**config.mk**
```make
export PLATFORM = sky130hd
export DESIGN_NAME = lpw_wake_control
export DESIGN_NICKNAME = d
export VERILOG_FILES = /design/src/shared/lpw_pkg.sv /design/src/rtl/lpw_sync2.sv /design/src/rtl/lpw_watchdog.sv /design/src/rtl/lpw_wake_control.sv
export SDC_FILE = /design/constraint.sdc
export NUM_CORES = 1
export LEC_CHECK = 0
export ABC_AREA = 0
export BUFFER_PORTS_ARGS = -buffer_cell sky130_fd_sc_hd__buf_2
export CAP_MARGIN = 20
export CORE_ASPECT_RATIO = 1.5
export CORE_MARGIN = 2
export CORE_UTILIZATION = 56
export CTS_BUF_LIST = sky130_fd_sc_hd__clkbuf_8
export DETAILED_ROUTE_END_ITERATION = 7
export HOLD_SLACK_MARGIN = 0.02
export PLACE_DENSITY = 0.86
export SYNTH_ARGS = -nofsm -noshare
export SYNTH_HDL_FRONTEND = slang
export SYNTH_HIERARCHICAL = 1
export SYNTH_SLANG_ARGS = --single-unit
```
**constraint.sdc**
```tcl
create_clock -name aclk -period 3.5 [get_ports aclk]
set_clock_uncertainty 0.05 [all_clocks]
set_input_delay 0.7 -clock aclk [delete_from_list [all_inputs] [get_ports aclk]]
set_output_delay 0.7 -clock aclk [all_outputs]
set_load 0.005 [all_outputs]
```
**src/shared/lpw_pkg.sv**
```systemverilog
// Shared constants, register map and types of the low power wake control
package lpw_pkg;

  // Clock and timing
  localparam int CLK_MHZ = 20;
  localparam int CORE_PREP_DELAY_NS = 200;
  localparam int CORE_PREP_RAW = (CORE_PREP_DELAY_NS * CLK_MHZ + 999) / 1000;
  localparam int CORE_PREP_CYCLES = (CORE_PREP_RAW < 1) ? 1 : CORE_PREP_RAW;
  localparam int OST_CYCLES_DEFAULT = 1024;
  localparam int WDT_POSTSCALE_DEFAULT = 128;
  localparam int WDT_PERIOD_DEFAULT = 256;

  // Register byte offsets
  localparam logic [7:0] CTRL_OFFSET = 8'h00;
  localparam logic [7:0] IRQ_EN_OFFSET = 8'h04;
  localparam logic [7:0] STATUS_OFFSET = 8'h08;
  localparam logic [7:0] WDT_COUNT_OFFSET = 8'h0c;

  // AXI responses
  localparam logic [1:0] RESP_OKAY = 2'h0;
  localparam logic [1:0] RESP_SLVERR = 2'h2;

  typedef enum logic [2:0] {
    OSC_LOW_POWER_XTAL,
    OSC_STANDARD_XTAL,
    OSC_HIGH_SPEED_XTAL,
    OSC_HIGH_SPEED_XTAL_WITH_PLL,
    OSC_EXTERNAL_RC,
    OSC_EXTERNAL_CLOCK,
    OSC_INTERNAL,
    OSC_INTERNAL_IO
  } lpw_osc_mode_t;

  typedef enum logic [1:0] {
    PM_SLEEP,
    PM_PRIMARY_CLOCK_IDLE,
    PM_SECONDARY_IDLE,
    PM_RC_IDLE
  } lpw_pm_mode_t;

  typedef enum logic [2:0] {
    ST_RUN,
    ST_ASLEEP,
    ST_OSC_START,
    ST_CORE_PREP,
    ST_RESUME
  } lpw_state_t;

  typedef enum logic [2:0] {
    CAUSE_NONE,
    CAUSE_IRQ,
    CAUSE_WDT_WAKE,
    CAUSE_WDT_RESET,
    CAUSE_RESET
  } lpw_cause_t;

  // Control register, bits [8:0] of the word at CTRL_OFFSET
  typedef struct packed {
    logic [2:0] internal_osc_freq_select;
    lpw_osc_mode_t osc_mode;
    logic clock_from_internal;
    logic fail_safe_enable;
    logic global_interrupt_enable;
  } lpw_ctrl_t;

  localparam int CTRL_W = 9;
  localparam logic [CTRL_W-1:0] CTRL_RESET = 9'h000;

  // Resume command to the core
  typedef struct packed {
    logic resume;
    logic run_next_first;
    logic branch_vector;
    logic restart_zero;
  } lpw_resume_t;

  localparam logic [3:0] RESUME_IDLE = 4'h0;

endpackage

```
**src/rtl/lpw_sync2.sv**
```systemverilog
// Two-flop synchroniser, one stage pair per bit
`timescale 1ns/1ps
`default_nettype none

module lpw_sync2 #(
  parameter int W = 1,
  parameter logic [W-1:0] INIT = '0
) (
  // Clock and reset
  input wire logic aclk,
  input wire logic aresetn,
  input wire logic ce,
  // Data
  input wire logic [W-1:0] d,
  output logic [W-1:0] q
);

  genvar i;
  generate
    for (i = 0; i < W; i++) begin : g_bit
      logic meta;
      always_ff @(posedge aclk) begin
        if (!aresetn) begin
          meta <= INIT[i];
          q[i] <= INIT[i];
        end else if (ce) begin
          meta <= d[i];
          q[i] <= meta;
        end
      end
    end
  endgenerate

endmodule

`default_nettype wire

```
**src/rtl/lpw_watchdog.sv**
```systemverilog
// Watchdog counter with postscaler and synchronous clear
`timescale 1ns/1ps
`default_nettype none

module lpw_watchdog #(
  parameter int POSTSCALE = lpw_pkg::WDT_POSTSCALE_DEFAULT,
  parameter int PERIOD = lpw_pkg::WDT_PERIOD_DEFAULT,
  parameter int CW = 16
) (
  // Clock and reset
  input wire logic aclk,
  input wire logic aresetn,
  input wire logic ce,
  // Control
  input wire logic clear,
  // Status
  output logic timeout,
  output logic [CW-1:0] count
);

  logic [CW-1:0] post;
  logic post_wrap;
  logic count_wrap;

  assign post_wrap = (post == CW'(POSTSCALE - 1));
  assign count_wrap = (count == CW'(PERIOD - 1));

  always_ff @(posedge aclk) begin
    if (!aresetn) begin
      post <= '0;
      count <= '0;
      timeout <= 1'b0;
    end else if (ce) begin
      timeout <= 1'b0;
      if (clear) begin
        post <= '0;
        count <= '0;
      end else if (post_wrap) begin
        post <= '0;
        count <= count_wrap ? '0 : count + 1'b1;
        timeout <= count_wrap;
      end else begin
        post <= post + 1'b1;
      end
    end
  end

endmodule

`default_nettype wire

```
**src/rtl/lpw_wake_control.sv**
```systemverilog
// Sleep and idle exit sequencer with watchdog control and AXI4-Lite registers
//
// Decided for this implementation: the AXI4-Lite register port and the register addresses.
`timescale 1ns/1ps
`default_nettype none

// Behaviour
// Leave low power only on interrupt, reset, watchdog
// Software enables sources allowed to wake
// Enabled set interrupt flag starts wake
// Interrupt wake runs instruction after sleep first
// Vector branch only with global enable set
// Fixed preparation delay, then resume next cycle
// Watchdog timeout while not executing wakes device
// Watchdog timeout while executing resets device
// Clear watchdog on sleep, clear, clock loss, frequency change
// Reset wake restarts at address zero
// Reset wake delay depends on clocks and oscillator
// Skip start-up timer: primary idle or non-crystal
// Preparation delay applies even without start-up timer
// Stopped crystal waits start-up timer, then preparation
module lpw_wake_control #(
  parameter int IRQ_N = 8,
  parameter int OST_CYCLES = lpw_pkg::OST_CYCLES_DEFAULT,
  parameter int WDT_POSTSCALE = lpw_pkg::WDT_POSTSCALE_DEFAULT,
  parameter int WDT_PERIOD = lpw_pkg::WDT_PERIOD_DEFAULT,
  parameter int CNT_W = 16
) (
  // Clock, reset, enable
  input wire logic aclk,
  input wire logic aresetn,
  input wire logic ce,
  // AXI4-Lite write
  input wire logic [7:0] awaddr,
  input wire logic awvalid,
  output logic awready,
  input wire logic [31:0] wdata,
  input wire logic [3:0] wstrb,
  input wire logic wvalid,
  output logic wready,
  output logic [1:0] bresp,
  output logic bvalid,
  input wire logic bready,
  // AXI4-Lite read
  input wire logic [7:0] araddr,
  input wire logic arvalid,
  output logic arready,
  output logic [31:0] rdata,
  output logic [1:0] rresp,
  output logic rvalid,
  input wire logic rready,
  // Core
  input wire logic core_sleep_exec,
  input wire lpw_pkg::lpw_pm_mode_t core_sleep_mode,
  input wire logic watchdog_clear_instruction,
  output logic core_halt,
  output lpw_pkg::lpw_resume_t core_resume,
  // Interrupt sources
  input wire logic [IRQ_N-1:0] irq_flags,
  // Pins and monitors from other domains
  input wire logic ext_reset_pin_n,
  input wire logic clock_loss,
  // Reset requests
  output logic wdt_reset,
  output logic ext_reset
);

  lpw_pkg::lpw_state_t state, next_state;
  lpw_pkg::lpw_cause_t cause, next_cause;
  lpw_pkg::lpw_pm_mode_t pm_mode;
  lpw_pkg::lpw_ctrl_t ctrl;
  lpw_pkg::lpw_resume_t next_resume;
  logic [IRQ_N-1:0] peripheral_interrupt_enables;
  logic [CNT_W-1:0] delay_count, next_delay_count;
  logic [CNT_W-1:0] wdt_count;
  logic wdt_timeout;

  // ---------------- Pin synchronisers ----------------
  logic [1:0] pin_sync;
  logic reset_pin_n_s, clock_loss_s;
  logic reset_pin_n_d, clock_loss_d;
  logic reset_evt, clock_loss_evt;

  lpw_sync2 #(
    .W(2),
    .INIT(2'h2)
  ) u_sync (
    .aclk(aclk),
    .aresetn(aresetn),
    .ce(ce),
    .d({ext_reset_pin_n, clock_loss}),
    .q(pin_sync)
  );

  assign reset_pin_n_s = pin_sync[1];
  assign clock_loss_s = pin_sync[0];
  assign reset_evt = reset_pin_n_d & ~reset_pin_n_s;
  assign clock_loss_evt = clock_loss_s & ~clock_loss_d;

  always_ff @(posedge aclk) begin
    if (!aresetn) begin
      reset_pin_n_d <= 1'b1;
      clock_loss_d <= 1'b0;
    end else if (ce) begin
      reset_pin_n_d <= reset_pin_n_s;
      clock_loss_d <= clock_loss_s;
    end
  end

  // ---------------- AXI4-Lite slave ----------------
  logic write_go, read_go;
  logic [7:0] waddr_word, raddr_word;
  logic wr_ctrl, wr_irq_en, wr_ro, wr_hit;
  logic [31:0] wmask, ctrl_word, irq_en_word, status_word;
  logic [31:0] ctrl_merged, irq_en_merged, read_word;
  logic rd_hit;
  lpw_pkg::lpw_ctrl_t next_ctrl;
  logic freq_change;

  assign write_go = ce & awvalid & wvalid & ~bvalid;
  assign read_go = ce & arvalid & ~rvalid;
  assign awready = write_go;
  assign wready = write_go;
  assign arready = ce & ~rvalid;

  assign waddr_word = {awaddr[7:2], 2'b00};
  assign raddr_word = {araddr[7:2], 2'b00};
  assign wr_ctrl = write_go & (waddr_word == lpw_pkg::CTRL_OFFSET);
  assign wr_irq_en = write_go & (waddr_word == lpw_pkg::IRQ_EN_OFFSET);
  assign wr_ro = (waddr_word == lpw_pkg::STATUS_OFFSET) |
                 (waddr_word == lpw_pkg::WDT_COUNT_OFFSET);
  assign wr_hit = wr_ro | (waddr_word == lpw_pkg::CTRL_OFFSET) |
                  (waddr_word == lpw_pkg::IRQ_EN_OFFSET);

  genvar b;
  generate
    for (b = 0; b < 4; b++) begin : g_strb
      assign wmask[8*b +: 8] = {8{wstrb[b]}};
    end
  endgenerate

  assign ctrl_word = 32'(ctrl);
  assign irq_en_word = 32'(peripheral_interrupt_enables);
  assign status_word = 32'({cause, 1'b0, pm_mode, 1'b0, state});
  assign ctrl_merged = (ctrl_word & ~wmask) | (wdata & wmask);
  assign irq_en_merged = (irq_en_word & ~wmask) | (wdata & wmask);
  assign next_ctrl = lpw_pkg::lpw_ctrl_t'(ctrl_merged[lpw_pkg::CTRL_W-1:0]);

  // Only a real change of the select counts while the internal osc runs
  assign freq_change = wr_ctrl & ctrl.clock_from_internal &
    (next_ctrl.internal_osc_freq_select != ctrl.internal_osc_freq_select);

  assign rd_hit = (raddr_word == lpw_pkg::CTRL_OFFSET) |
                  (raddr_word == lpw_pkg::IRQ_EN_OFFSET) |
                  (raddr_word == lpw_pkg::STATUS_OFFSET) |
                  (raddr_word == lpw_pkg::WDT_COUNT_OFFSET);
  assign read_word =
    (raddr_word == lpw_pkg::CTRL_OFFSET) ? ctrl_word :
    (raddr_word == lpw_pkg::IRQ_EN_OFFSET) ? irq_en_word :
    (raddr_word == lpw_pkg::STATUS_OFFSET) ? status_word :
    (raddr_word == lpw_pkg::WDT_COUNT_OFFSET) ? 32'(wdt_count) : 32'h0;

  always_ff @(posedge aclk) begin
    if (!aresetn) begin
      ctrl <= lpw_pkg::lpw_ctrl_t'(lpw_pkg::CTRL_RESET);
      peripheral_interrupt_enables <= '0;
      bvalid <= 1'b0;
      bresp <= lpw_pkg::RESP_OKAY;
    end else if (ce) begin
      if (wr_ctrl) begin
        ctrl <= next_ctrl;
      end
      if (wr_irq_en) begin
        peripheral_interrupt_enables <= irq_en_merged[IRQ_N-1:0];
      end
      if (write_go) begin
        bvalid <= 1'b1;
        bresp <= wr_hit ? lpw_pkg::RESP_OKAY : lpw_pkg::RESP_SLVERR;
      end else if (bready) begin
        bvalid <= 1'b0;
      end
    end
  end

  always_ff @(posedge aclk) begin
    if (!aresetn) begin
      rvalid <= 1'b0;
      rdata <= 32'h0;
      rresp <= lpw_pkg::RESP_OKAY;
    end else if (ce) begin
      if (read_go) begin
        rvalid <= 1'b1;
        rdata <= read_word;
        rresp <= rd_hit ? lpw_pkg::RESP_OKAY : lpw_pkg::RESP_SLVERR;
      end else if (rready) begin
        rvalid <= 1'b0;
      end
    end
  end

  // ---------------- Watchdog ----------------
  logic sleep_taken;
  logic wdt_clear;

  assign sleep_taken = (state == lpw_pkg::ST_RUN) & core_sleep_exec &
                       ~reset_evt & ~wdt_timeout;
  assign wdt_clear = sleep_taken | watchdog_clear_instruction |
                     (clock_loss_evt & ctrl.fail_safe_enable) |
                     freq_change;

  lpw_watchdog #(
    .POSTSCALE(WDT_POSTSCALE),
    .PERIOD(WDT_PERIOD),
    .CW(CNT_W)
  ) u_wdt (
    .aclk(aclk),
    .aresetn(aresetn),
    .ce(ce),
    .clear(wdt_clear),
    .timeout(wdt_timeout),
    .count(wdt_count)
  );

  // ---------------- Wake sequencer ----------------
  logic irq_wake;
  logic xtal_primary;
  logic primary_stopped;
  logic need_ost;
  logic ost_done, prep_done;

  assign irq_wake = |(irq_flags & peripheral_interrupt_enables);
  assign xtal_primary =
    (ctrl.osc_mode == lpw_pkg::OSC_LOW_POWER_XTAL) |
    (ctrl.osc_mode == lpw_pkg::OSC_STANDARD_XTAL) |
    (ctrl.osc_mode == lpw_pkg::OSC_HIGH_SPEED_XTAL) |
    (ctrl.osc_mode == lpw_pkg::OSC_HIGH_SPEED_XTAL_WITH_PLL);
  // Primary idle keeps the oscillator running, so no start-up wait
  assign primary_stopped = (state == lpw_pkg::ST_ASLEEP) &
                           (pm_mode != lpw_pkg::PM_PRIMARY_CLOCK_IDLE);
  assign need_ost = xtal_primary & primary_stopped;
  assign ost_done = (delay_count == CNT_W'(OST_CYCLES - 1));
  assign prep_done = (delay_count == CNT_W'(lpw_pkg::CORE_PREP_CYCLES - 1));

  always_comb begin
    next_state = state;
    next_cause = cause;
    next_delay_count = '0;
    case (state)
      lpw_pkg::ST_RUN: begin
        if (reset_evt) begin
          next_state = lpw_pkg::ST_CORE_PREP;
          next_cause = lpw_pkg::CAUSE_RESET;
        end else if (wdt_timeout) begin
          next_state = lpw_pkg::ST_CORE_PREP;
          next_cause = lpw_pkg::CAUSE_WDT_RESET;
        end else if (core_sleep_exec) begin
          next_state = lpw_pkg::ST_ASLEEP;
          next_cause = lpw_pkg::CAUSE_NONE;
        end
      end
      lpw_pkg::ST_ASLEEP: begin
        // Only these three events end the low power mode
        if (reset_evt | wdt_timeout | irq_wake) begin
          next_state = need_ost ? lpw_pkg::ST_OSC_START
                                : lpw_pkg::ST_CORE_PREP;
          if (reset_evt) begin
            next_cause = lpw_pkg::CAUSE_RESET;
          end else if (wdt_timeout) begin
            next_cause = lpw_pkg::CAUSE_WDT_WAKE;
          end else begin
            next_cause = lpw_pkg::CAUSE_IRQ;
          end
        end
      end
      lpw_pkg::ST_OSC_START: begin
        if (reset_evt) begin
          next_cause = lpw_pkg::CAUSE_RESET;
        end
        if (ost_done) begin
          next_state = lpw_pkg::ST_CORE_PREP;
        end else begin
          next_delay_count = delay_count + 1'b1;
        end
      end
      lpw_pkg::ST_CORE_PREP: begin
        if (reset_evt) begin
          next_cause = lpw_pkg::CAUSE_RESET;
        end
        if (prep_done) begin
          next_state = lpw_pkg::ST_RESUME;
        end else begin
          next_delay_count = delay_count + 1'b1;
        end
      end
      lpw_pkg::ST_RESUME: begin
        next_state = lpw_pkg::ST_RUN;
      end
      default: begin
        next_state = lpw_pkg::ST_RUN;
      end
    endcase
  end

  // Resume command, issued in the cycle right after the preparation delay
  logic entering_resume;
  logic irq_cause, restart_cause;

  assign entering_resume = (state == lpw_pkg::ST_CORE_PREP) & prep_done;
  assign irq_cause = (next_cause == lpw_pkg::CAUSE_IRQ);
  assign restart_cause = (next_cause == lpw_pkg::CAUSE_RESET) |
                         (next_cause == lpw_pkg::CAUSE_WDT_RESET);

  always_comb begin
    next_resume = lpw_pkg::lpw_resume_t'(lpw_pkg::RESUME_IDLE);
    next_resume.resume = entering_resume;
    next_resume.run_next_first = entering_resume & irq_cause;
    next_resume.branch_vector = entering_resume & irq_cause &
                                ctrl.global_interrupt_enable;
    next_resume.restart_zero = entering_resume & restart_cause;
  end

  // Power-up behaves as a reset wake: preparation delay, then address zero
  always_ff @(posedge aclk) begin
    if (!aresetn) begin
      state <= lpw_pkg::ST_CORE_PREP;
      cause <= lpw_pkg::CAUSE_RESET;
      pm_mode <= lpw_pkg::PM_SLEEP;
      delay_count <= '0;
      core_halt <= 1'b1;
      core_resume <= lpw_pkg::lpw_resume_t'(lpw_pkg::RESUME_IDLE);
      wdt_reset <= 1'b0;
      ext_reset <= 1'b0;
    end else if (ce) begin
      state <= next_state;
      cause <= next_cause;
      delay_count <= next_delay_count;
      if (sleep_taken) begin
        pm_mode <= core_sleep_mode;
      end
      core_halt <= (next_state != lpw_pkg::ST_RUN);
      core_resume <= next_resume;
      wdt_reset <= (state == lpw_pkg::ST_RUN) & wdt_timeout &
                   ~reset_evt;
      ext_reset <= reset_evt;
    end
  end

endmodule

`default_nettype wire

```
==> Yosys cells after proc, flatten, opt, wreduce, memory -nomap -nowiden <==
Index checks and enable logic that the tools add are counted.
{ "word_totals": {"regBits": 125, "in_bits": 74, "output_inout_bits": 48} }
{ "classes": {"addsub": 3, "n_eq_ne": 21, "mux": 36, "n_bitwise": 52, "n_reduce_logical": 18} }
{ "ops": {"columns": ["operator", "count"], "rows": [
  ["2-to-1 mux 16 bit", 11],
  ["adder 16 x 1 -> 16 bit (second input constant)", 3],
  ["2-to-1 mux 3 bit", 12],
  ["one-hot mux 16 bit (2 select lines)", 1],
  ["AND 1 bit", 24],
  ["== test 6 x 2 -> 1 bit (second input constant)", 4],
  ["AND 9 bit", 2],
  ["AND 8 bit", 2],
  ["== test 16 x 10 -> 1 bit (second input constant)", 1],
  ["== test 16 x 2 -> 1 bit (second input constant)", 1],
  ["== test 16 x 7 -> 1 bit (second input constant)", 1],
  ["== test 16 x 8 -> 1 bit (second input constant)", 1],
  ["logical NOT 8 bit", 2],
  ["AND reduction 2 bit", 8],
  ["== test 3 x 2 -> 1 bit (second input constant)", 5],
  ["bitwise OR 1 bit", 15],
  ["== test 6 x 1 -> 1 bit (second input constant)", 2],
  ["one-hot mux 3 bit (4 select lines)", 1],
  ["== test 3 x 1 -> 1 bit (second input constant)", 3],
  ["inverter 9 bit", 1],
  ["bitwise OR 9 bit", 1],
  ["one-hot mux 3 bit (3 select lines)", 1],
  ["bitwise OR 8 bit", 1],
  ["OR reduction 8 bit", 1],
  ["10 further kinds", 26]
]} }

==> Longest topological paths before layout <==
Gate-level depths: netlist of run 1.
{ "depth": {"word_depth": 10, "ltp_mapped": 14} }

==> Hierarchy <==
Netlist of run 1, hierarchy kept.
{ "modules_own_cells": {"columns": ["module", "instances", "cells_per_inst", "area_each_um2"], "rows": [
  ["lpw_wake_control", 1, 399, 3429.5],
  ["lpw_watchdog", 1, 209, 1670.4],
  ["lpw_sync2", 1, 13, 145.1]
]} }

==> Worst setup path before layout of run 1 <==
No wires, ideal clock.
{ "synth_timing": {"kind": "input-to-reg", "start": "input awaddr[5]", "end": "register u_wdt.count[0]", "arrival_ns": 2.930, "t_required_ns": 3.379, "setup_slack_ns": 0.450, "stages": 11, "path_buffers": 1, "path_cell_list": "or4_1 nor3b_1 and2b_1 nand3_1 nand2_1 clkbuf_1 inv_1 o41ai_4 nand2_2 or3_1 a21oi_1"} }
{ "synth_via": {"elab_chain_cells": 7, "word_cells_on_any_way": 8} }
{ "synth_rtl": {"columns": ["element", "line", "text"], "rows": [
  ["start: declaration", "lpw_wake_control.sv:34", "input wire logic [7:0] awaddr,"],
  ["logical NOT 8 bit (*)", "lpw_wake_control.sv:128", "assign wr_ctrl = write_go & (waddr_word == lpw_pkg::CTRL_OFFSET);"],
  ["AND 1 bit (*)", "lpw_wake_control.sv:128", null],
  ["AND 1 bit (*) (2 in series)", "lpw_wake_control.sv:150", "assign freq_change = wr_ctrl & ctrl.clock_from_internal &"],
  ["bitwise OR 1 bit (*)", "lpw_wake_control.sv:208", "(clock_loss_evt & ctrl.fail_safe_enable) |"],
  ["via wdt_clear", "lpw_wake_control.sv:203", "logic wdt_clear;"],
  ["nonzero test 2 bit (no line)", null, null],
  ["AND reduction 2 bit (no line)", null, null],
  ["end signal: assignment", "lpw_watchdog.sv:40", "count <= count_wrap ? '0 : count + 1'b1;"],
  ["end: declaration", "lpw_watchdog.sv:18", "output logic [CW-1:0] count"]
]} }
The timed path passes the listed nets; every way through them passes the cells marked *.
A chain may end at the register's enable or synchronous reset.

==> Worst setup path after layout of run 1 <==
{ "layout_timing": {"start": "register reset_pin_n_d", "end": "register u_wdt.count[14]"} }
{ "layout_via": {"elab_chain_cells": 9, "word_cells_on_any_way": 10} }
{ "layout_rtl": {"columns": ["element", "line", "text"], "rows": [
  ["start: declaration", "lpw_wake_control.sv:81", "logic reset_pin_n_d, clock_loss_d;"],
  ["start signal: assignment", "lpw_wake_control.sv:105", "reset_pin_n_d <= reset_pin_n_s;"],
  ["AND 1 bit (*)", "lpw_wake_control.sv:97", "assign reset_evt = reset_pin_n_d & ~reset_pin_n_s;"],
  ["inverter 1 bit (*)", "lpw_wake_control.sv:206", "~reset_evt & ~wdt_timeout;"],
  ["AND 1 bit (*)", "lpw_wake_control.sv:205", "assign sleep_taken = (state == lpw_pkg::ST_RUN) & core_sleep_exec &"],
  ["AND 1 bit (*)", "lpw_wake_control.sv:206", null],
  ["bitwise OR 1 bit (*) (2 in series)", "lpw_wake_control.sv:207", "assign wdt_clear = sleep_taken | watchdog_clear_instruction |"],
  ["bitwise OR 1 bit (*)", "lpw_wake_control.sv:208", null],
  ["via wdt_clear", "lpw_wake_control.sv:203", null],
  ["nonzero test 2 bit (no line)", null, null],
  ["AND reduction 2 bit (no line)", null, null]
]} }
Marks and branches as above.

==> run summary, run 1 <==
Leakage = 2.29 nW
Clock transition at path regs = 100 ps
Core Region = 9200 um^2
fraction of layout cells with a size suffix above 1 = 0.166
routed wire length per instance = 16.2 um
drt pass-1 iters = 5
RSZ-0062 raised after global routing = false
vias in the first global route = 4,528
fmax = 304 MHz
area leader, netlist = dfxtp_1
clock network fraction of design power = 0.338
synthesized area = 5250 um^2
Worst VDD drop = 0.000259 V
Rows = 43
proportion of synthesized area in mux cells = 0.0692
design internal power = 1.61 mW
Comb pwr share = 0.090
Hold Fails Final Rpt = 0
I/O pin cnt = 122
Routed WL = 13,000 um
area delta synth->final = 10.6%
Power, Total = 2.18 mW
worst min-delay path category = register to register
Iteration-0 DRC Markers = 376
synth top area cells = dfxtp_1 (41%), nor2_1 (5.9%), nand2_1 (4.8%)
antenna violations before repair = 0
Setup CP Type = register to register
total of max-cap violations = 0
via count = 4,813
Root Driver = clkbuf_8
largest family of logic cells by synthesized area = simple AND/OR/NAND/NOR gates
Max Slew Vio Count = 0
crit path launch type = register
Final setup viols = 0
critical path arrival = 3540 ps
DP Area = 5610 um^2
post-route cell area = 5800 um^2
CTS Buffer Depth = 2
compound-cell area share of the yosys netlist = 0.142
Yosys warning count = 6
height of the die = 123 um
global-route usage over all layers = 0.260
Synth top area share = 0.408
Port Buffers = 74
Flop pwr share = 0.573
setup TNS = 0 ps
pwr dens = 375 nW/um^2
number of hold buffers added after cts = 0
first-pass GRT wire length = 21,400 um
DRC Markers = 0
Switching Share = 0.260
post-synthesis register bit count = 107
vias per cell = 6.02
Worst EP required = 3750 ps
clock latency on the worst-skew pair = 380 ps
H-Tree Depth = 3
Antenna Nets Post-Route = 0
total grt overflow = 0
Num CTS Buffers = 9
area occupied by multi-input gates = 2830 um^2
hold slack = 412 ps
sequential cell area = 2140 um^2
post-layout util = 0.631
final worst path period need = 3290 ps
Sw Pwr = 0.567 mW
period utilization = 0.939
slew margin rel. = 0.488
Post-Synth Adder-Cell Area = 0.00716
DPL Wire Length = 9680 um
Die Wd = 83.0 um
Resized cells post-CTS = 0
Inserted Diodes = 0
CTS tree = yes
CTS sink cnt = 107
Synth Area in XOR/XNOR = 0.0484
ys flop type = dfxtp_1
post-synthesis sequential area ratio = 0.408
die area = 10,200 um^2
largest net degree at the start of global routing = 50
Worst-Margin Slew = 768 ps
nets = 759
FILL cells = 768
number of synthesized flops with an enable pin = 0
outcome = completed
postcts setup bufs = 0
Synth cell types = 67
Syn Inst Count = 621
Syn Area/Cell = 8.45 um^2
crit path max fanout = 11
RD Place Congestion = 0.961
Initial Util = 0.570
Worst Setup End Kind = register
Post-Synth Simple-Gate Area = 0.259
FFs w/ async S/R, synth = 0
==> logic make-up after synthesis <==
kind of cell             Yosys count
AND/OR/NAND/NOR                  272
multiplexers                      28
XOR/XNOR                          29
buffers and inverters             67
adder cells (fa/ha/maj)            3
other                              1
flip-flops                       107
AO/OA/AOI/OAI                    114
==> critical path: stages (launching register included) <==
cell and delay (ps):
dfxtp_1 360, nor2b_2 420, nor3_1 170, a311oi_1 410
nand2_1 270, a41oi_1 350, nand4_1 440, buf_4 320
or3_1 340, o21ai_0 80
==> stage by stage <==
| stage | instances | setup WS (ps) |
|---|---|---|
| global route | 799 | 100 |
| CTS | 799 | 257 |
| global placement | 783 | 191 |
| floorplan | 638 | 450 |
| detailed placement | 783 | 111 |
| finish | 799 | 212 |
==> power by group through the flow <==
| stage | clock network (mW) | logic [mW] | registers, mW |
|---|---|---|---|
| CTS | 0.758 | 0.193 | 1.25 |
| floorplan | 0 | 0.139 | 1.27 |
| finish | 0.735 | 0.195 | 1.25 |
| global placement | 0 | 0.185 | 1.27 |
| global route | 0.804 | 0.216 | 1.25 |
| detailed placement | 0 | 0.192 | 1.27 |
==> per-layer routing <==
layer / GRT usage / wire length [um] / vias up
li1: - / - / 2312
met1: 0.291 / 4990 / 2281
met2: 0.458 / 6710 / 189
met3: 0.0518 / 692 / 31
met4: 0.151 / 569 / 0
met5: 0 / 0 / -
==> cells in the final DEF (no fill, tap or decap), types with 4 or more instances in the layout <==
| cell type | Yosys | final |
|---|---|---|
| and3_1 | 8 | 8 |
| inv_1 | 18 | 18 |
| a22oi_1 | 19 | 19 |
| nor4_1 | 10 | 10 |
| clkbuf_8 | 0 | 11 |
| nand2_1 | 67 | 67 |
| mux2i_1 | 19 | 19 |
| buf_4 | 20 | 8 |
| conb_1 | 1 | 18 |
| nor2_1 | 83 | 83 |
| xnor2_1 | 8 | 8 |
| nor3_1 | 15 | 15 |
| mux4_2 | 5 | 5 |
| o21ai_0 | 21 | 21 |
| nand3_1 | 22 | 22 |
| dfxtp_1 | 107 | 107 |
| or3_1 | 8 | 8 |
| a21oi_1 | 38 | 38 |
| buf_2 | 5 | 74 |
| nor4b_1 | 5 | 5 |
| a211oi_1 | 4 | 4 |
| nand4_1 | 20 | 20 |
| or4_1 | 5 | 5 |
| xor2_1 | 21 | 21 |
| o211ai_1 | 5 | 5 |
| nor2b_1 | 6 | 6 |
==> synthesized netlist by cell type, types with 4 or more instances <==
master and n:
inv_1 18, o21ai_0 21, nor4_1 10, dfxtp_1 107
nor3_1 15, xnor2_1 8, nor4b_1 5, nand2_1 67
o211ai_1 5, nand3_1 22, nor2b_1 6, a211oi_1 4
mux4_2 5, or3_1 8, a22oi_1 19, buf_2 5
nor2_1 83, buf_4 20, xor2_1 21, clkbuf_1 20
nand4_1 20, or4_1 5, and3_1 8, mux2i_1 19
a21oi_1 38
==> worst paths after layout <==
path / startpoint / endpoint / slack (ps) / cells past startpoint
min reg2reg: register / register / 410 / 2
min: register / register / 410 / 2
max: reset_pin_n_d / u_wdt/count[14] / 210 / 9
max reg2reg: reset_pin_n_d / u_wdt/count[14] / 210 / 9
==> final cells by class <==
type	instances	area share
well taps	112	0.0242
flip-flops and latches	107	0.369
inverters	18	0.0116
multi-input cells	464	0.487
repair buffers	82	0.0742
clock buffers	11	0.0261
clock inverters	5	0.00776
Note: power is estimated with default switching activity, not from simulation.
==> run 2, diff against run 1 <==
--- a/config.mk
+++ b/config.mk
@@ -6,7 +6,7 @@
 export NUM_CORES = 1
 export LEC_CHECK = 0
 export ABC_AREA = 0
-export BUFFER_PORTS_ARGS = -buffer_cell sky130_fd_sc_hd__buf_2
+export BUFFER_PORTS_ARGS = -buffer_cell sky130_fd_sc_hd__buf_4
 export CAP_MARGIN = 20
 export CORE_ASPECT_RATIO = 1.5
 export CORE_MARGIN = 2
==> run 2 against run 1 <==
Critical path type unchanged. Utilization grew 2.5 points. Routed wire length grew 0.31%. Worst setup slack gained 240 ps. Largest power group unchanged. Die area is the same. Final cell count grew 0.25%.
==> run summary, run 2 (synthesis results as in run 1) <==
outcome = completed
drt pass-1 iters = 5
slew margin rel. = 0.465
pwr dens = 384 nW/um^2
Worst Setup End Kind = register
DPL Wire Length = 9640 um
CTS tree = yes
area delta synth->final = 15.0%
FF-to-FF End = u_wdt/count[15]
final worst path period need = 3040 ps
largest net degree at the start of global routing = 50
post-route cell area = 6030 um^2
I/O pin cnt = 122
Iteration-0 DRC Markers = 304
Worst EP required = 3760 ps
Final setup viols = 0
most frequent cells in the layout = dfxtp_1 (107), buf_4 (84), nor2_1 (83)
worst min-delay path category = register to register
H-Tree Depth = 3
RD Place Congestion = 0.929
vias in the first global route = 4,607
Leakage = 2.36 nW
Max Slew Vio Count = 0
antenna violations before repair = 0
routed wire length per instance = 16.2 um
Hold Fails Final Rpt = 0
total grt overflow = 0
DP Area = 5810 um^2
height of the die = 123 um
Worst-Margin Slew = 802 ps
Rows = 43
Clock transition at path regs = 100 ps
met2 wire length = 6530 um
Setup CP Type = register to register
crit path max fanout = 11
CTS Buffer Depth = 2
postcts setup bufs = 0
via count = 4,788
Num CTS Buffers = 9
crit path launch type = register
Hold Path Stages = 2
vias per cell = 5.98
Worst VDD drop = 0.000214 V
DRC Markers = 0
die area = 10,200 um^2
Inserted Diodes = 0
reg2reg start = reset_pin_n_d
Core Region = 9200 um^2
nets = 761
number of hold buffers added after cts = 0
worst setup margin = 457 ps
global-route usage over all layers = 0.256
Die Wd = 83.0 um
post-layout util = 0.656
period utilization = 0.869
CTS sink cnt = 107
critical path arrival = 3300 ps
R2R setup slack = 460 ps
total of max-cap violations = 0
clock latency on the worst-skew pair = 380 ps
fmax = 329 MHz
Initial Util = 0.570
Root Driver = clkbuf_8
Power, Total = 2.32 mW
Antenna Nets Post-Route = 0
RSZ-0062 raised after global routing = false
most common cell after layout, fill and taps aside = dfxtp_1
first-pass GRT wire length = 21,300 um
Routed WL = 13,000 um
post-place setup slack = 161 ps
Top Layer Used = met4
fraction of layout cells with a size suffix above 1 = 0.167
Routed met3 length = 525 um
setup TNS = 0 ps
Resized cells post-CTS = 0
Worst R2R Path Depth = 9
DRT met1 WL = 5340 um
Port Buffers = 74
-- run 2: cell types whose count changed in the layout (fill, tap and decap cells not counted), sizes merged --
cell / change
buf: +2
bufinv: +2
clkinv: -2
-- run 2: stage by stage --
step / instances / hold slack (ps)
final: 801 / 425
after floorplan: 638 / 379
after global placement: 785 / 384
after global routing: 801 / 447
after detailed placement: 785 / 408
after CTS: 801 / 422
-- run 2: layer usage --
layer	GRT usage	vias to the layer above
met5	0	-
met4	0.147	0
met3	0.0397	42
met2	0.446	135
met1	0.301	2304
li1	-	2307
-- run 2: report_power, final --
group	total, mW	internal, mW	switching [mW]
clock network	0.860	0.439	0.421
logic	0.214	0.0903	0.123
registers	1.25	1.23	0.0148
-- run 2: final cells by class --
class | instances | area [um^2]
Timing Repair Buffer | 84 | 631
Clock inverter | 5 | 76.3
Sequential cell | 107 | 2140
Tap cell | 112 | 140
Multi-Input combinational cell | 464 | 2830
Inverter | 18 | 67.6
Fill cell | 758 | 3170
Clock buffer | 11 | 151
-- run 2: worst max path at each step --
stage                     slack, ps               to           from  cells past startpoint
after floorplan                 450   u_wdt/count[0]      awaddr[5]                     11
after global placement          190  u_wdt/count[12]      awaddr[5]                     11
after detailed placement        160  u_wdt/count[12]      awaddr[5]                     11
after CTS                       500  u_wdt/count[12]  reset_pin_n_d                      9
after global routing            300   u_wdt/count[7]  reset_pin_n_d                      9
final                           460  u_wdt/count[15]  reset_pin_n_d                      9
-- run 2: worst max-delay path, stage by stage, from the launching register on --
cell and delay, ps:
dfxtp_1 360, nor2b_2 440, nor3_1 160, a311oi_1 390, nand2_1 260, buf_4 220
a41o_1 240, nor2_1 430, o311ai_0 260, o211ai_1 150
==> run 3, diff against run 2 <==
--- a/config.mk
+++ b/config.mk
@@ -17,5 +17,4 @@
 export PLACE_DENSITY = 0.86
 export SYNTH_ARGS = -nofsm -noshare
 export SYNTH_HDL_FRONTEND = slang
-export SYNTH_HIERARCHICAL = 1
 export SYNTH_SLANG_ARGS = --single-unit
==> run 3 against run 2 <==
Sequential share of layout area grew 0.91 points. Sequential power about the same. Routed wire length fell by 3.0%. Synthesized area down 1.5%. Global-route usage is 0.11 points higher. Non-clock buffer count shrank 5. Total power down 8.2%. Clock power is 19% lower. Register-to-register slack improved by 260 ps. First-iteration DRC count grew 34%. Count of clock-buffer cells in the layout did not move. Cell area fell by 2.5%. Largest cell class unchanged. Largest power group unchanged. Highest routed layer unchanged.
==> run summary, run 3 <==
setup TNS = 0 ps
slew margin rel. = 0.426
DP Area = 5700 um^2
fmax = 360 MHz
synthesized area = 5170 um^2
Power, Total = 2.13 mW
vias in the first global route = 4,320
fraction of layout cells with a size suffix above 1 = 0.179
nets = 730
ys flop type = dfxtp_1
most common cell after layout, fill and taps aside = dfxtp_1
Num CTS Buffers = 9
Synth cell types = 65
CTS sink cnt = 107
Inserted Diodes = 0
Worst VDD drop = 0.000295 V
Final setup viols = 0
Hold Path Stages = 2
largest net degree at the start of global routing = 31
Syn Inst Count = 593
R2R setup slack = 720 ps
FFs w/ async S/R, synth = 0
Setup CP Type = register to register
reg2reg start = delay_count[0]
crit path max fanout = 15
Synth top area share = 0.415
outcome = completed
Die Wd = 82.4 um
postcts setup bufs = 0
post-route cell area = 5880 um^2
post-synthesis register bit count = 107
Initial Util = 0.582
Clock transition at path regs = 90 ps
Syn Area/Cell = 8.71 um^2
area delta synth->final = 13.8%
die area = 10,000 um^2
area leader, netlist = dfxtp_1
top-count cell post-synth = dfxtp_1
DRC Markers = 0
number of synthesized flops with an enable pin = 0
DPL Wire Length = 9240 um
CTS tree = yes
total of max-cap violations = 0
total grt overflow = 0
Hold Fails Final Rpt = 0
antenna violations before repair = 0
Resized cells post-CTS = 0
global-route usage over all layers = 0.257
placed cells = 752
CTS Buffer Depth = 2
via count = 4,583
crit path launch type = register
Antenna Nets Post-Route = 0
H-Tree Depth = 3
Root Driver = clkbuf_8
RSZ-0062 raised after global routing = false
Core Region = 8880 um^2
FF-to-FF End = delay_count[0]
number of hold buffers added after cts = 0
vias per cell = 5.97
Yosys warning count = 0
Iteration-0 DRC Markers = 407
Final Non-Filler Cells = 768
most frequent cells in the layout = dfxtp_1 (107), nor2_1 (98), buf_4 (79)
Max Slew Vio Count = 0
first-pass GRT wire length = 20,000 um
clock latency on the worst-skew pair = 380 ps
Worst-Margin Slew = 860 ps
Rows = 42
I/O pin cnt = 122
Port Buffers = 74
worst min-delay path category = register to register
RD Place Congestion = 0.856
CP endpoint = delay_count[0]
Worst Setup End Kind = register
height of the die = 122 um
Leakage = 2.32 nW
routed wire length per instance = 16.4 um
pwr dens = 362 nW/um^2
period utilization = 0.794
critical path arrival = 2980 ps
start point of the critical path = delay_count[0]
final worst path period need = 2780 ps
synth top area cells = dfxtp_1 (41%), nor2_1 (7.1%), xor2_1 (4.2%)
drt pass-1 iters = 5
Worst EP required = 3700 ps
Routed WL = 12,600 um
Synth top cells by count = dfxtp_1 (107), nor2_1 (98), nand2_1 (50)
post-synthesis sequential area ratio = 0.415
Worst R2R Path Depth = 7
run 3: cell type report:
type / count / area, um^2
sequential: 107 / 2140
timing repair buffer: 79 / 593
fill: 712 / 3000
clock inverter: 5 / 28.8
inverter: 9 / 33.8
tap: 110 / 138
multi-input combinational: 447 / 2800
clock buffer: 11 / 151
run 3: how the worst min path moves through the flow:
stage                        start  endpoint
after global placement    register  register
after detailed placement  register  register
after floorplan           register  register
after global routing      register  register
after CTS                 register  register
final                     register  register
run 3: per-stage QoR:
step                      setup WS [ps]  utilization  hold WS (ps)
after floorplan                     967            -           383
after detailed placement            650        0.642           397
after global placement              747        0.642           393
after global routing                538        0.662           434
after CTS                           777        0.662           410
final                               721        0.662           411
run 3: power by group:
group | internal [mW] | switching (mW) | leakage, nW
clock | 0.293 | 0.406 | 0.0925
sequential | 1.23 | 0.0170 | 0.865
combinational | 0.0789 | 0.103 | 1.36
run 3: worst max-delay path, cell delays in order (launching register included):
cell and delay [ps]:
dfxtp_1 390, ha_1 260, or4b_1 520, or4_1 580, nor2_1 120, nor3b_1 90
o21ai_2 520, nor2_1 120
run 3: cells by family (layout without fill, tap and decap cells):
family / after synthesis / after routing / share of synthesized area
flops: 107 / 107 / 0.415
other cells: 1 / 18 / 0.000726
xor+xnor: 39 / 39 / 0.0661
mux: 30 / 30 / 0.0736
compound gates: 105 / 105 / 0.141
buf+inv: 56 / 104 / 0.0567
fa+ha+maj: 3 / 3 / 0.00726
simple gates: 252 / 252 / 0.240
run 3: per-layer routing:
metal	part of all wire	vias up	wire [um]	GRT usage
li1	-	2194	-	-
met1	0.40	2174	5010	0.299
met2	0.52	183	6510	0.442
met3	0.058	32	727	0.0526
met4	0.029	0	365	0.121
met5	0	-	0	0
